`config.mk`:
```
export PLATFORM = sky130hd
export DESIGN_NAME = sar_adc_autocal_sequencer
export DESIGN_NICKNAME = d
export VERILOG_FILES = /design/src/hw/sar_adc_autocal_sequencer.v
export VERILOG_INCLUDE_DIRS = /design/src /design/src/hw
export SDC_FILE = /design/constraint.sdc
export NUM_CORES = 1
export LEC_CHECK = 0
export BUFFER_PORTS_ARGS = -buffer_cell sky130_fd_sc_hd__buf_2
export CAP_MARGIN = 15
export CORE_ASPECT_RATIO = 1.5
export CORE_UTILIZATION = 40
export DETAILED_ROUTE_END_ITERATION = 8
export GPL_ROUTABILITY_DRIVEN = 0
export GPL_TIMING_DRIVEN = 0
export SETUP_SLACK_MARGIN = 0.15
export SYNTH_ARGS = -nofsm -noshare
export SYNTH_HDL_FRONTEND = slang
export SYNTH_SLANG_ARGS = --single-unit
```
`constraint.sdc`:
```
create_clock -name clk -period 9.5 [get_ports clk]
set_input_delay 0 -clock clk [delete_from_list [all_inputs] [get_ports clk]]
set_output_delay 0 -clock clk [all_outputs]
set_load 0.05 [all_outputs]
```
`src/hw/sar_adc_autocal_map.vh`:
```
// Purpose: constants for the converter sequencer
// Assumes: plain Verilog-2005, included by bare name
// Notes:   counts are master clock cycles
`ifndef SAR_ADC_AUTOCAL_MAP_VH
`define SAR_ADC_AUTOCAL_MAP_VH

// ---------------------------------------------------------------
// timing
// ---------------------------------------------------------------
// 85,532 cycles from calibrate release to busy low
`define CAL_CYCLES     17'h1_4E1C
`define CAL_CNT_BITS   17
// slot per calibration step; ten slots fit inside the total
`define STEP_CYCLES    14'h2000
`define STEP_CNT_BITS  14
// conversion bits decided after the entry pulse (17 pulses total)
`define CONV_DECIDES   5'h10

// ---------------------------------------------------------------
// widths and layout
// ---------------------------------------------------------------
`define RESULT_BITS    16
`define CAL_BITS       8
`define CAL_STEPS      4'hA
`define STEP_BITS      4
`define OFFSET_SLOT    4'h0
`define SIGN_FLIP      16'h8000

// ---------------------------------------------------------------
// states
// ---------------------------------------------------------------
`define ST_CAL         2'h0
`define ST_IDLE        2'h1
`define ST_CONV        2'h2
`define ST_BITS        2

`endif

```
`src/hw/sar_adc_autocal_sequencer.v`:
```
// Purpose: digital sequencer of a 16-bit charge-redistribution converter
// Assumes: analog comparator and capacitor array clocked by clk
// Notes:   calRequest is an asynchronous reset of the whole sequencer
`timescale 1ns/1ps
`include "sar_adc_autocal_map.vh"
`default_nettype none

module sar_adc_autocal_sequencer #(
    parameter [`CAL_CNT_BITS-1:0]  CAL_CYCLES  = `CAL_CYCLES,
    parameter [`STEP_CNT_BITS-1:0] STEP_CYCLES = `STEP_CYCLES
) (
    input  wire                      clk,
    input  wire                      sys_rst,
    input  wire                      calRequest,
    input  wire                      acquire,
    input  wire                      compHigh,
    output reg                       busy,
    output reg                       serial_data_out,
    output reg                       serialClk,
    output reg                       sampleHold,
    output reg                       groundSenseSel,
    output reg                       chargeToRef,
    output reg  [`STEP_BITS-1:0]     capSelect,
    output reg  [`CAL_BITS-1:0]      calDacCode,
    output reg  [`RESULT_BITS-1:0]   dacWord,
    output reg  [`RESULT_BITS-1:0]   resultWord,
    output reg                       resultValid
);

    // ---------------------------------------------------------------
    // reset and acquire input
    // ---------------------------------------------------------------
    // release is not synchronised: calRequest must fall clear of an edge
    wire anyRst = sys_rst | calRequest;

    reg acqS1, acqS2, acqS3, acqLevel;
    always @(posedge clk or posedge anyRst) begin
        if (anyRst) begin
            acqS1    <= 1'b0;
            acqS2    <= 1'b0;
            acqS3    <= 1'b0;
            acqLevel <= 1'b0;
        end else begin
            acqS1 <= acquire;
            acqS2 <= acqS1;
            acqS3 <= acqS2;
            if (acqS2 == acqS3)
                acqLevel <= acqS3;
        end
    end
    wire acqFall = acqLevel & ~acqS2 & ~acqS3;

    // ---------------------------------------------------------------
    // correction memory and applied result
    // ---------------------------------------------------------------
    reg  signed [`CAL_BITS-1:0] corrMem [0:`CAL_STEPS-1];
    reg  [`RESULT_BITS-1:0]     sarWord;
    reg  [`RESULT_BITS-1:0]     sarMask;
    wire [`RESULT_BITS-1:0]     decided =
        (compHigh ? sarWord : (sarWord & ~sarMask));

    wire signed [`RESULT_BITS+1:0] partial [0:`CAL_STEPS-1];
    assign partial[0] = $signed({2'b00, decided})
                      - {{(`RESULT_BITS-`CAL_BITS+2){corrMem[0][`CAL_BITS-1]}},
                         corrMem[0]};
    genvar k;
    generate
        for (k = 1; k < `CAL_STEPS; k = k + 1) begin : g_corr
            // slot k holds the mismatch of bit 16-k
            assign partial[k] = partial[k-1] + (decided[`RESULT_BITS-k] ?
                {{(`RESULT_BITS-`CAL_BITS+2){corrMem[k][`CAL_BITS-1]}},
                 corrMem[k]} : {(`RESULT_BITS+2){1'b0}});
        end
    endgenerate
    // no saturation: out-of-range corrections wrap
    wire [`RESULT_BITS-1:0] corrected =
        partial[`CAL_STEPS-1][`RESULT_BITS-1:0] ^ `SIGN_FLIP;

    // ---------------------------------------------------------------
    // single controller
    // ---------------------------------------------------------------
    reg [`ST_BITS-1:0]       state;
    reg [`CAL_CNT_BITS-1:0]  calCount;
    reg [`STEP_CNT_BITS-1:0] slotCount;
    reg [`STEP_BITS-1:0]     stepIdx;
    reg [`CAL_BITS-1:0]      calMask;
    reg [4:0]                convCount;
    reg [`RESULT_BITS-1:0]   shiftReg;
    reg [4:0]                shiftLeft;

    wire [`CAL_BITS-1:0] calTop  = {1'b1, {(`CAL_BITS-1){1'b0}}};
    wire [`CAL_BITS-1:0] calKeep =
        compHigh ? calDacCode : (calDacCode & ~calMask);
    wire stepsLeft = (stepIdx < `CAL_STEPS);
    wire storeNow  = stepsLeft && (calMask == {{(`CAL_BITS-1){1'b0}}, 1'b1});

    always @(posedge clk) begin
        if (state == `ST_CAL && storeNow)
            corrMem[stepIdx] <= calKeep;
    end

    always @(posedge clk or posedge anyRst) begin
        if (anyRst) begin
            state           <= `ST_CAL;
            busy            <= 1'b1;
            calCount        <= {`CAL_CNT_BITS{1'b0}};
            slotCount       <= {`STEP_CNT_BITS{1'b0}};
            stepIdx         <= `OFFSET_SLOT;
            calMask         <= {1'b1, {(`CAL_BITS-1){1'b0}}};
            calDacCode      <= {1'b1, {(`CAL_BITS-1){1'b0}}};
            groundSenseSel  <= 1'b1;
            chargeToRef     <= 1'b0;
            capSelect       <= `OFFSET_SLOT;
            serial_data_out <= 1'b0;
            serialClk       <= 1'b0;
            sampleHold      <= 1'b0;
            sarWord         <= {`RESULT_BITS{1'b0}};
            sarMask         <= {`RESULT_BITS{1'b0}};
            dacWord         <= {`RESULT_BITS{1'b0}};
            resultWord      <= {`RESULT_BITS{1'b0}};
            resultValid     <= 1'b0;
            convCount       <= 5'h00;
            shiftReg        <= {`RESULT_BITS{1'b0}};
            shiftLeft       <= 5'h00;
        end else begin
            case (state)
            `ST_CAL: begin
                calCount <= calCount + 1'b1;
                // diagnostic stream: comparator decisions, no user meaning
                if (acqLevel) begin
                    serial_data_out <= compHigh;
                    serialClk       <= ~serialClk;
                end else begin
                    serialClk <= 1'b0;
                end
                if (stepsLeft) begin
                    if (calMask != {`CAL_BITS{1'b0}}) begin
                        calDacCode <= calKeep | (calMask >> 1);
                        calMask    <= calMask >> 1;
                    end
                    chargeToRef <= 1'b0;
                    if (slotCount == STEP_CYCLES - 1'b1) begin
                        slotCount      <= {`STEP_CNT_BITS{1'b0}};
                        stepIdx        <= stepIdx + 1'b1;
                        groundSenseSel <= 1'b0;
                        // past the last capacitor the select parks at zero
                        capSelect      <= (stepIdx + 1'b1 < `CAL_STEPS) ?
                            stepIdx + 1'b1 : `OFFSET_SLOT;
                        chargeToRef    <= (stepIdx + 1'b1 < `CAL_STEPS);
                        calMask        <= calTop;
                        calDacCode     <= calTop;
                    end else begin
                        slotCount <= slotCount + 1'b1;
                    end
                end else begin
                    capSelect <= `OFFSET_SLOT;
                end
                if (calCount == CAL_CYCLES - 1'b1) begin
                    state       <= `ST_IDLE;
                    busy        <= 1'b0;
                    resultValid <= 1'b1;
                    serialClk   <= 1'b0;
                    capSelect   <= `OFFSET_SLOT;
                end
            end
            `ST_IDLE: begin
                sampleHold <= 1'b0;
                if (shiftLeft != 5'h00) begin
                    serialClk <= ~serialClk;
                    if (serialClk) begin
                        shiftReg  <= shiftReg << 1;
                        shiftLeft <= shiftLeft - 1'b1;
                    end
                    serial_data_out <= serialClk ?
                        shiftReg[`RESULT_BITS-2] : shiftReg[`RESULT_BITS-1];
                end else begin
                    serialClk <= 1'b0;
                end
                if (acqFall) begin
                    state      <= `ST_CONV;
                    busy       <= 1'b1;
                    sampleHold <= 1'b1;
                    sarWord    <= `SIGN_FLIP;
                    sarMask    <= `SIGN_FLIP;
                    dacWord    <= `SIGN_FLIP;
                    convCount  <= 5'h00;
                    shiftLeft  <= 5'h00;
                    serialClk  <= 1'b0;
                end
            end
            `ST_CONV: begin
                // one bit per pulse after the entry pulse
                sarWord   <= decided | (sarMask >> 1);
                dacWord   <= decided | (sarMask >> 1);
                sarMask   <= sarMask >> 1;
                convCount <= convCount + 1'b1;
                if (convCount == `CONV_DECIDES - 1'b1) begin
                    state      <= `ST_IDLE;
                    busy       <= 1'b0;
                    sampleHold <= 1'b0;
                    resultWord <= corrected;
                    shiftReg   <= corrected;
                    shiftLeft  <= `CONV_DECIDES;
                    serial_data_out <= corrected[`RESULT_BITS-1];
                end
            end
            default: begin
                state <= `ST_IDLE;
                busy  <= 1'b0;
            end
            endcase
        end
    end

endmodule // sar_adc_autocal_sequencer

`default_nettype wire

```
==> out/metrics.yaml, run 1 <==
power:
  p_int_uw: 1542
  finalPower_uw: 1957
  power_switching_uw: 414.6
  peakVddDrop_mv: 0.1166
  pwr-share-clk_pct: 47.5
  swShare_pct: 21.19
  p_leak_uw: 0.006374
  powerDensity_nw_per_um2: 136.8
  pwr-share-comb_pct: 1.8
  seqPwrFrac_pct: 50.7
routing:
  via_count: 8151
  drc: 0
  ant_nets: 0
  dr.pass1.iters: 5
  wire_per_inst_um: 16.73
  vias_per_cell: 5.028
  drt-total-wl_um: 27120
  drt_iter0_drc: 304
synthesis:
  synth_top_area_share_pct: 27.53
  yosysUniqueCellTypes: 63
  synthTopCellsByArea: "dfrtp_1 28%, edfxtp_1 19%, fa_1 17%, nand2_1 5.2%, inv_1 3.7%"
  ys_async_sr_fraction_pct: 63.96
  syn_inst: 1103
  synth_edf_count: 80
  synth_commonest_cells: "175 x nand2_1, 138 x dfrtp_1, 125 x inv_1, 104 x fa_1, 80 x edfxtp_1"
  ys_warn_count: 0
  synth_most_common_cell: "nand2_1"
  synth_nets: 1243
  synth_top_area_cell: "dfrtp_1"
  synth-seq-cells: 222
  yosysSeqAreaShare_pct: 47.52
  synthesis.area_um2: 12540
  syn_area_per_cell_um2: 11.37
  ys.flop_type: "dfrtp_1"
global_route:
  gr-max-usage-layer: "met2"
  grt_pass1_wl_um: 44710
  use_met3_pct: 2.100
  grtUsageTotal_pct: 17.60
  grt-ovfl-total: 0
  met1_usage_pct: 20.49
  antenna_found_initial: 0
  met2_usage_pct: 33.03
  grt_pass1_vias: 8620
  grt_max_degree: 31
timing:
  fin_worst_skew_ps: 28.38
  worst_slew_pin_slew_ps: 1109
  fin_crit_sh_pct: 75.72
  slew_viol_final: 0
  hold_viol: 0
  tns_ps: 0
  min_period_ps: 7194
  grt_setup_unrepaired: "false"
  timing.slew.headroom_pct: 25.92
  fmax_mhz: 139.0
  setup_viol: 0
cts:
  cts_root_buf: "clkbuf_16"
  cts_tree: "done"
  clk_pin_slew_worst_paths_ps: 60
  cts_buffers: 23
  clock_path_buffers: 3
  cts.htree.levels: 1
  cts_sinks: 222
  insertion_delay_ps: 530
final_layout:
  drive_gt1_share_pct: 11.10
  nFillCells: 2824
  insertedDiodeCount: 0
  layout-area-overhead-vs-synth_pct: 14.05
  stdcell_count: 1621
  fin_nets: 1339
placement:
  io_buffer_count: 55
  post-dp-hpwl_um: 21200
  dpl.cell_count: 1568
die:
  start_util_pct: 40.54
  ioPinCount: 56
  die_w_um: 146.6
  coreArea_um2: 30940
  die_area_um2: 32080
  dieHeight_um: 218.9
  core.rowCount: 79
setup_path:
  crit_arrival_ps: 7590
  endpoint_kind: "register"
  cp_max_fo: 10
  cp_data_required_time_ps: 9890
  critPathKind: "in -> reg"
  worstSetupStartpointType: "input port"
worst_hold_path:
  hold_class: "in -> reg"
outcome:
  outcome: "finished clean"
flow_run:
  maxCapViolCount: 0
==> state kept, by name, indices dropped and copies added, names as in the netlist, 2 cells and up <==
register and cells:
convCount 5, calCount 17, sarWord 16, capSelect 4, corrMem 80, stepIdx 4, calMask 8, shiftLeft 5
sarMask 16, calDacCode 8, resultWord 16, shiftReg 16, slotCount 14, state 2
==> what timing repair did <==
item / 4_1_cts / 5_1_grt
hold buffers: 5 / 0
endpoints found under the setup margin: 0 / 0
gates resized for setup: 0 / 0
hold endpoints to repair: 80 / 0
buffers inserted: 0 / 0
==> cells in the final DEF, fill, tap and decap left out, drive strengths merged, types with 3 or more instances in the layout <==
cell,count
clkinv,5
clkinvlp,5
fa,104
a21oi,25
clkbuf,53
bufinv,3
o31ai,6
edfxtp,80
and2,25
ha,31
nor4b,3
inv,127
or3,7
buf,73
mux2i,21
nor2b,5
or4,4
nand4,10
xor2,10
nor4,3
nor3,12
nand2b,7
mux2,13
nand3,17
xnor2,37
a21boi,18
and3,11
a21o,7
nor3b,3
dlygate4sd3,5
a22o,23
dfrtp,138
a221o,7
o21ai,66
o22ai,4
dfstp,4
nor2,37
o21a,7
nand2,175
o41ai,5
==> layout make-up <==
cell class	instances	area, µm²	share of cell area (%)
Multi-Input combinational cell	723	5978	41.79
Inverter	126	473.0	3.306
Clock inverter	14	176.4	1.233
Tap cell	405	506.7	3.542
Timing Repair Buffer	71	467.9	3.271
Clock buffer	28	604.3	4.224
Sequential cell	222	5961	41.67
Buffer	32	138.9	0.9708
==> metrics by stage <==
stage | hold WS [ps] | cell area, µm² | worst slack [ps] | utilization, %
after CTS | 84.15 | 14270 | 2277 | 46.13
after floorplan | 31.43 | 12540 | 1099 | -
after global routing | 125.9 | 14310 | 1821 | 46.24
final | 100.9 | 14310 | 2306 | 46.24
after detailed placement | 110.1 | 13440 | 2277 | 43.44
after global placement | 109.6 | 13330 | -2823 | 43.07
==> logic make-up after synthesis <==
logic type	count (synthesis)	share of synthesized area (%)
AO/OA/AOI/OAI	182	9.596
XOR/XNOR	47	3.282
adder cells (fa/ha/maj)	136	19.77
buffers and inverters	158	4.878
flip-flops	222	47.52
multiplexers	34	2.843
AND/OR/NAND/NOR	324	12.11
==> power by group through the flow <==
stage	Combinational (µW)	Sequential, µW	Clock [µW]
2_1_floorplan	15.4	1010	0
3_3_place_gp	28.1	1010	0
3_5_place_dp	34.6	1010	0
4_1_cts	36.3	991	955
5_1_grt	39.1	991	985
6_report	35.3	991	930
==> layer usage <==
metal / routed length (µm) / part of all wire, %
met1: 11030 / 41
met2: 14350 / 53
met3: 923 / 3.4
met4: 812 / 3.0
met5: 0 / 0
==> path summary, 6_finish.rpt <==
path / start / endpoint / slack (ps) / cells after the start
worst min register to register: acqS1$_DFF_PP0_ / acqS2$_DFF_PP0_ / 350 / 0
max in group asynchronous: calRequest / resultValid$_DFFE_PP0P_ / 8150 / 4
worst max-delay path: compHigh / serial_data_out$_DFFE_PP0P_ / 2310 / 23
worst max register to register: sarMask[11]$_DFFE_PP0P_ / serial_data_out$_DFFE_PP0P_ / 2690 / 20
min in group asynchronous: sys_rst / calCount[11]$_DFFE_PP0P_ / 240 / 4
worst min-delay path: acquire / acqS1$_DFF_PP0_ / 100 / 2
==> worst max-delay path, cell delays in order <==
cell and delay [ps]:
dlygate4sd3_1 530, buf_2 140, inv_1 280, buf_1 510, a21boi_1 460, and2_1 330
fa_1 730, inv_1 240, fa_1 580, inv_1 50, fa_1 500, fa_1 550
inv_1 60, fa_1 520, inv_1 40, ha_1 340, o21a_1 130, o21ai_0 230
o31ai_1 150, o22a_1 230, or3_1 310, mux2i_1 500, o41ai_1 160
(Power assumes the default switching activity.)
==> inputs of run 2 (changes only) <==
==> constraint.sdc (replaced) <==
create_clock -name clk -period 7 [get_ports clk]
set_input_delay 0 -clock clk [delete_from_list [all_inputs] [get_ports clk]]
set_output_delay 0 -clock clk [all_outputs]
set_load 0.05 [all_outputs]
==> out/metrics.yaml, run 2 (synthesized netlist as in run 1, its figures left out) <==
timing:
  slew_viol_final: 0
  worst_hold_slack_ps: 100.6
  fin_crit_sh_pct: 92.96
  grt_setup_unrepaired: "false"
  setup_viol: 0
  setup_slack_ps: 492.9
  min_period_ps: 6507
  fmax_mhz: 153.7
  worst_slew_pin_slew_ps: 1021
  hold_viol: 0
  timing.slew.headroom_pct: 31.81
  fin_worst_skew_ps: 21.94
setup_path:
  critPathKind: "reg -> reg"
  cp_max_fo: 10
  cp_data_required_time_ps: 7390
  crit_arrival_ps: 6890
  worstSetupStartpointType: "register"
  endpoint_kind: "register"
die:
  start_util_pct: 40.54
  coreArea_um2: 30940
  core.rowCount: 79
  ioPinCount: 56
  dieHeight_um: 218.9
  die_w_um: 146.6
  die_area_um2: 32080
global_route:
  grt_pass1_vias: 8378
  grt_max_degree: 31
  antenna_found_initial: 0
  grt_pass1_wl_um: 44000
  grt-ovfl-total: 0
  grtUsageTotal_pct: 17.39
final_layout:
  drive_gt1_share_pct: 11.57
  layout-area-overhead-vs-synth_pct: 13.96
  nFillCells: 2848
  top_register: "corrMem"
  layout_commonest_cell: "nand2_1"
  layout_common_cells: "175 x nand2_1, 138 x dfrtp_1, 125 x inv_1, 104 x fa_1, 80 x edfxtp_1"
  finalInstanceArea_um2: 14290
  insertedDiodeCount: 0
  largest_reg_flops: 80
  post-route-util_pct: 46.20
  fin_nets: 1341
  top_regs: "corrMem (80), calCount (17)"
cts:
  post_cts_buffers: 0
  cts.htree.levels: 1
  clock_path_buffers: 3
  cts_buffers: 24
  cts_sinks: 222
  insertion_delay_ps: 530
  clk_pin_slew_worst_paths_ps: 60
  cts_tree: "done"
  cts_root_buf: "clkbuf_16"
placement:
  io_buffer_count: 55
  post-dp-hpwl_um: 21130
  place_area_um2: 13460
  pre_cts_slack_ps: -280.3
routing:
  dr.pass1.iters: 5
  via_count: 8143
  vias_per_cell: 5.014
  drt_iter0_drc: 348
  drt-total-wl_um: 27340
  wire_per_inst_um: 16.84
  drc: 0
  ant_nets: 0
worst_hold_path:
  hold_class: "in -> reg"
power:
  peakVddDrop_mv: 0.1709
  powerDensity_nw_per_um2: 182.0
  p_leak_uw: 0.006386
flow_run:
  maxCapViolCount: 0
outcome:
  outcome: "finished clean"
## run 2: cell types whose count changed in the layout (fill, tap and decap cells not counted), moves of 3 or more
cell        delta
a21boi_2       +6
clkinvlp_2     -3
a21boi_1       -6
clkinv_1       +5
clkinv_2       +3
## run 2: worst paths after layout
| check | startpoint | slack (ps) | cells past startpoint | endpoint |
|---|---|---|---|---|
| max | sarMask[11]$_DFFE_PP0P_ | 490 | 20 | shiftReg[15]$_DFFE_PP0P_ |
| min | acquire | 100 | 2 | acqS1$_DFF_PP0_ |
| max reg2reg | sarMask[11]$_DFFE_PP0P_ | 490 | 20 | shiftReg[15]$_DFFE_PP0P_ |
| min reg2reg | acqS1$_DFF_PP0_ | 350 | 0 | acqS2$_DFF_PP0_ |
| max in group asynchronous | sys_rst | 4700 | 9 | shiftReg[2]$_DFFE_PP0P_ |
| min in group asynchronous | calRequest | 260 | 3 | calDacCode[0]$_DFFE_PP0P_ |
## run 2: metal layers
| layer | vias to the layer above | wire length, µm | global-route usage, % | part of all wire, % |
|---|---|---|---|---|
| li1 | 3891 | - | - | - |
| met1 | 4103 | 11240 | 20.31 | 41 |
| met2 | 119 | 14770 | 33.25 | 54 |
| met3 | 30 | 878 | 2.245 | 3.2 |
| met4 | 0 | 455 | 4.306 | 1.7 |
| met5 | - | 0 | 0 | 0 |
## run 2: repair_timing
| item | in CTS | in global routing |
|---|---|---|
| gates resized for setup | 4 | 6 |
| hold buffers | 4 | 0 |
| endpoints found under the setup margin | 4 | 7 |
| hold endpoints to repair | 42 | 0 |
## run 2: power breakdown
| part | leakage, µW | internal, µW | switching [µW] |
|---|---|---|---|
| Clock | 0.000366 | 680 | 527 |
| Combinational | 0.00378 | 14.5 | 32.8 |
| Sequential | 0.00224 | 1340 | 3.39 |
| Total | 0.00639 | 2040 | 564 |
## run 2: worst max-delay path, cell delays in order, from the launching register on
cell and delay (ps):
dfrtp_1 420, a21boi_2 570, nand2_1 170, fa_1 570, inv_1 90, fa_1 680, inv_1 230, fa_1 580
inv_1 60, fa_1 530, inv_1 60, fa_1 520, inv_1 40, ha_1 230, a21o_1 180, a21oi_1 140
o31ai_1 120, o22a_1 230, or3_1 310, mux2i_1 450, o41ai_1 170
## run 2: metrics by stage
| stage | total power, µW | instances | TNS (ps) |
|---|---|---|---|
| 2_1_floorplan | 1397 | 1103 | 0 |
| 3_3_place_gp | 1410 | 1563 | -77110 |
| 3_5_place_dp | 1418 | 1570 | -991.1 |
| 4_1_cts | 2624 | 1618 | 0 |
| 5_1_grt | 2675 | 1624 | 0 |
| 6_report | 2601 | 1624 | 0 |
## run 2: final cells by class
type                            count  area (µm²)  share of cell area, %
Buffer                             32       141.4                 0.9891
Inverter                          126       473.0                  3.309
Timing Repair Buffer               72       470.5                  3.291
Tap cell                          405       506.7                  3.545
Clock inverter                     14       107.6                 0.7528
Multi-Input combinational cell    723        6001                  41.98
Sequential cell                   222        5961                  41.70
Clock buffer                       30       633.1                  4.429
==> inputs of run 3 (changes only) <==
--- a/config.mk
+++ b/config.mk
@@ -6,9 +6,11 @@
 export SDC_FILE = /design/constraint.sdc
 export NUM_CORES = 1
 export LEC_CHECK = 0
+export ABC_AREA = 1
 export BUFFER_PORTS_ARGS = -buffer_cell sky130_fd_sc_hd__buf_2
 export CAP_MARGIN = 15
 export CORE_ASPECT_RATIO = 1.5
+export CORE_MARGIN = 2
 export CORE_UTILIZATION = 40
 export DETAILED_ROUTE_END_ITERATION = 8
 export GPL_ROUTABILITY_DRIVEN = 0
==> out/metrics.yaml, run 3 <==
placement:
  place_area_um2: 13730
  io_buffer_count: 55
  post-dp-hpwl_um: 22190
  dpl.cell_count: 1757
die:
  ioPinCount: 56
  die_area_um2: 33500
  coreArea_um2: 31630
  start_util_pct: 40.49
  dieHeight_um: 223.2
  die_w_um: 150.1
  core.rowCount: 80
setup_path:
  crit_arrival_ps: 6810
  endpoint_kind: "register"
  cp_data_required_time_ps: 7420
  crit_buf_inv: 10
  critPathKind: "in -> reg"
  crit_end: "serial_data_out$_DFFE_PP0P_"
  cp_max_fo: 10
  r2r-end: "serial_data_out$_DFFE_PP0P_"
  crit_path_top_delay_cell: "fa_1"
  rrSetupSlack_ps: 630
  r2r_cells: 24
  r2r_start: "sarMask[12]$_DFFE_PP0P_"
  startpoint: "compHigh"
  cp.depth: 28
  cp_top_family: "adder cells"
  worstSetupStartpointType: "input port"
  slowest_delay_ps: 720
global_route:
  use_met3_pct: 2.229
  antenna_found_initial: 0
  grt_max_degree: 33
  grtUsageTotal_pct: 17.32
  grt_pass1_vias: 9028
  met1_usage_pct: 20.21
  gr-max-usage-layer: "met2"
  grt_pass1_wl_um: 45620
  grt-ovfl-total: 0
  met2_usage_pct: 32.18
final_layout:
  stdcell_count: 1806
  fin_nets: 1518
  layout-area-overhead-vs-synth_pct: 13.56
  top_register: "corrMem"
  insertedDiodeCount: 0
  largest_reg_flops: 80
  layout_commonest_cell: "inv_1"
  top_regs: "corrMem (80), calCount (17)"
  layout_common_cells: "254 x inv_1, 216 x nand2_1, 138 x dfrtp_1, 104 x fa_1, 89 x nor2_1"
  finalInstanceArea_um2: 14550
  drive_gt1_share_pct: 12.75
  post-route-util_pct: 45.99
routing:
  via_count: 8698
  drt_iter0_drc: 353
  drt-total-wl_um: 27970
  vias_per_cell: 4.816
  ant_nets: 0
  drc: 0
  wire_per_inst_um: 15.49
  dr.pass1.iters: 4
timing:
  timing.slew.headroom_pct: 29.11
  fmax_mhz: 156.5
  setup_viol: 0
  slew_viol_final: 0
  fin_worst_skew_ps: 13.69
  worst_slew_pin_slew_ps: 1063
  tns_ps: 0
  min_period_ps: 6392
  grt_setup_unrepaired: "false"
  fin_crit_sh_pct: 91.31
  hold_viol: 0
synthesis:
  synth_top_area_cell: "dfrtp_1"
  synth-seq-cells: 222
  ys.flop_type: "dfrtp_1"
  synthTopCellsByArea: "dfrtp_1 27%, edfxtp_1 19%, fa_1 16%, inv_1 7.4%, nand2_1 6.3%"
  synth_commonest_cells: "254 x inv_1, 216 x nand2_1, 138 x dfrtp_1, 104 x fa_1, 90 x nor2_1"
  synthesis.area_um2: 12810
  ys_async_sr_fraction_pct: 63.96
  ys_warn_count: 0
  synth_most_common_cell: "inv_1"
  syn_area_per_cell_um2: 9.968
  synth_edf_count: 80
  synth_top_area_share_pct: 26.96
  yosysSeqAreaShare_pct: 46.54
  yosysUniqueCellTypes: 56
  synth_nets: 1425
  syn_inst: 1285
cts:
  cts_root_buf: "clkbuf_16"
  cts_buffers: 24
  clk_pin_slew_worst_paths_ps: 60
  clock_path_buffers: 3
  cts_sinks: 222
  cts_tree: "done"
  cts.htree.levels: 1
  insertion_delay_ps: 540
power:
  p_leak_uw: 0.006971
  peakVddDrop_mv: 0.1688
  powerDensity_nw_per_um2: 178.8
worst_hold_path:
  hold_start: "acquire"
  hold_class: "in -> reg"
outcome:
  outcome: "finished clean"
flow_run:
  maxCapViolCount: 0
run 3: cell types whose count changed in the layout (fill, tap and decap cells not counted), sizes merged, moves of 17 or more:
cell | previous run | this run
inv | 125 | 273
nor2 | 37 | 99
nand2 | 175 | 222
a21oi | 25 | 62
xnor2 | 37 | 10
and2 | 25 | 0
nand3 | 17 | 41
o21ai | 66 | 89
a22o | 23 | 1
mux2i | 21 | 0
a21boi | 18 | 0
o22ai | 4 | 22
clkbuf | 55 | 38
run 3: worst min-delay path by stage:
stage	end	slack, ps	depth (start not counted)
global route	acqS1$_DFF_PP0_	120	2
finish	acqS1$_DFF_PP0_	120	2
global placement	acqS1$_DFF_PP0_	110	1
floorplan	acqS1$_DFF_PP0_	30	0
CTS	acqS1$_DFF_PP0_	80	2
detailed placement	acqS1$_DFF_PP0_	110	1
run 3: worst reg2reg max path, cell delays in order, from the launching register on:
cell and delay (ps):
dfrtp_1 390, a21oi_1 810, inv_1 140, nor2_1 180
fa_1 560, inv_1 320, fa_1 480, fa_1 520
inv_1 50, fa_1 530, inv_1 50, fa_1 520
inv_1 40, ha_1 350, a21oi_1 90, o21ai_0 350
nand2_1 90, nand2_1 100, inv_1 40, nand2_1 40
nand3_1 130, nand3_1 220, nand2_1 110, nand2_1 80
nand2_1 50
run 3: final cells by class:
class	count	area, µm²
repair buffers	67	455.4
inverters	275	1040
clock buffers	27	611.8
multi-input cells	767	5710
flip-flops and latches	222	5961
clock inverters	17	130.1
well taps	410	513.0
fillers	3065	17090
plain buffers	21	123.9
run 3: power by group:
group | total (µW) | switching (µW) | internal, µW
sequential | 1350 | 2.82 | 1340
clock | 1210 | 536 | 671
combinational | 47.2 | 33.1 | 14.1
total | 2600 | 572 | 2030
run 3: kinds of logic (layout without fill, tap and decap cells):
logic type               count (synthesis)  in the layout  share of synthesized area, %
XOR/XNOR                                32             32                         2.188
AO/OA/AOI/OAI                          201            201                         9.143
flip-flops                             222            222                         46.54
AND/OR/NAND/NOR                        399            399                         13.76
buffers and inverters                  296            407                         9.085
adder cells (fa/ha/maj)                135            135                         19.28
run 3: per-stage QoR:
step,power [µW],hold WS [ps],setup WS [ps]
finish,2600,120.6,608.3
floorplan,1397,31.43,1172
global placement,1409,108.7,-245.8
detailed placement,1418,112.9,194.2
CTS,2628,84.88,232.1
global route,2682,116.6,184.1
run 3: timing repair:
action / in CTS / in global routing
setup buffers: 0 / 0
endpoints found under the setup margin: 0 / 5
resized for setup: 0 / 5
endpoints found under the hold margin: 19 / 0
hold buffers: 5 / 0
run 3: layer usage:
layer	part of all wire, %	vias to the layer above
li1	-	4251
met1	39	4287
met2	55	111
met3	3.3	49
met4	3.2	0
met5	0	-
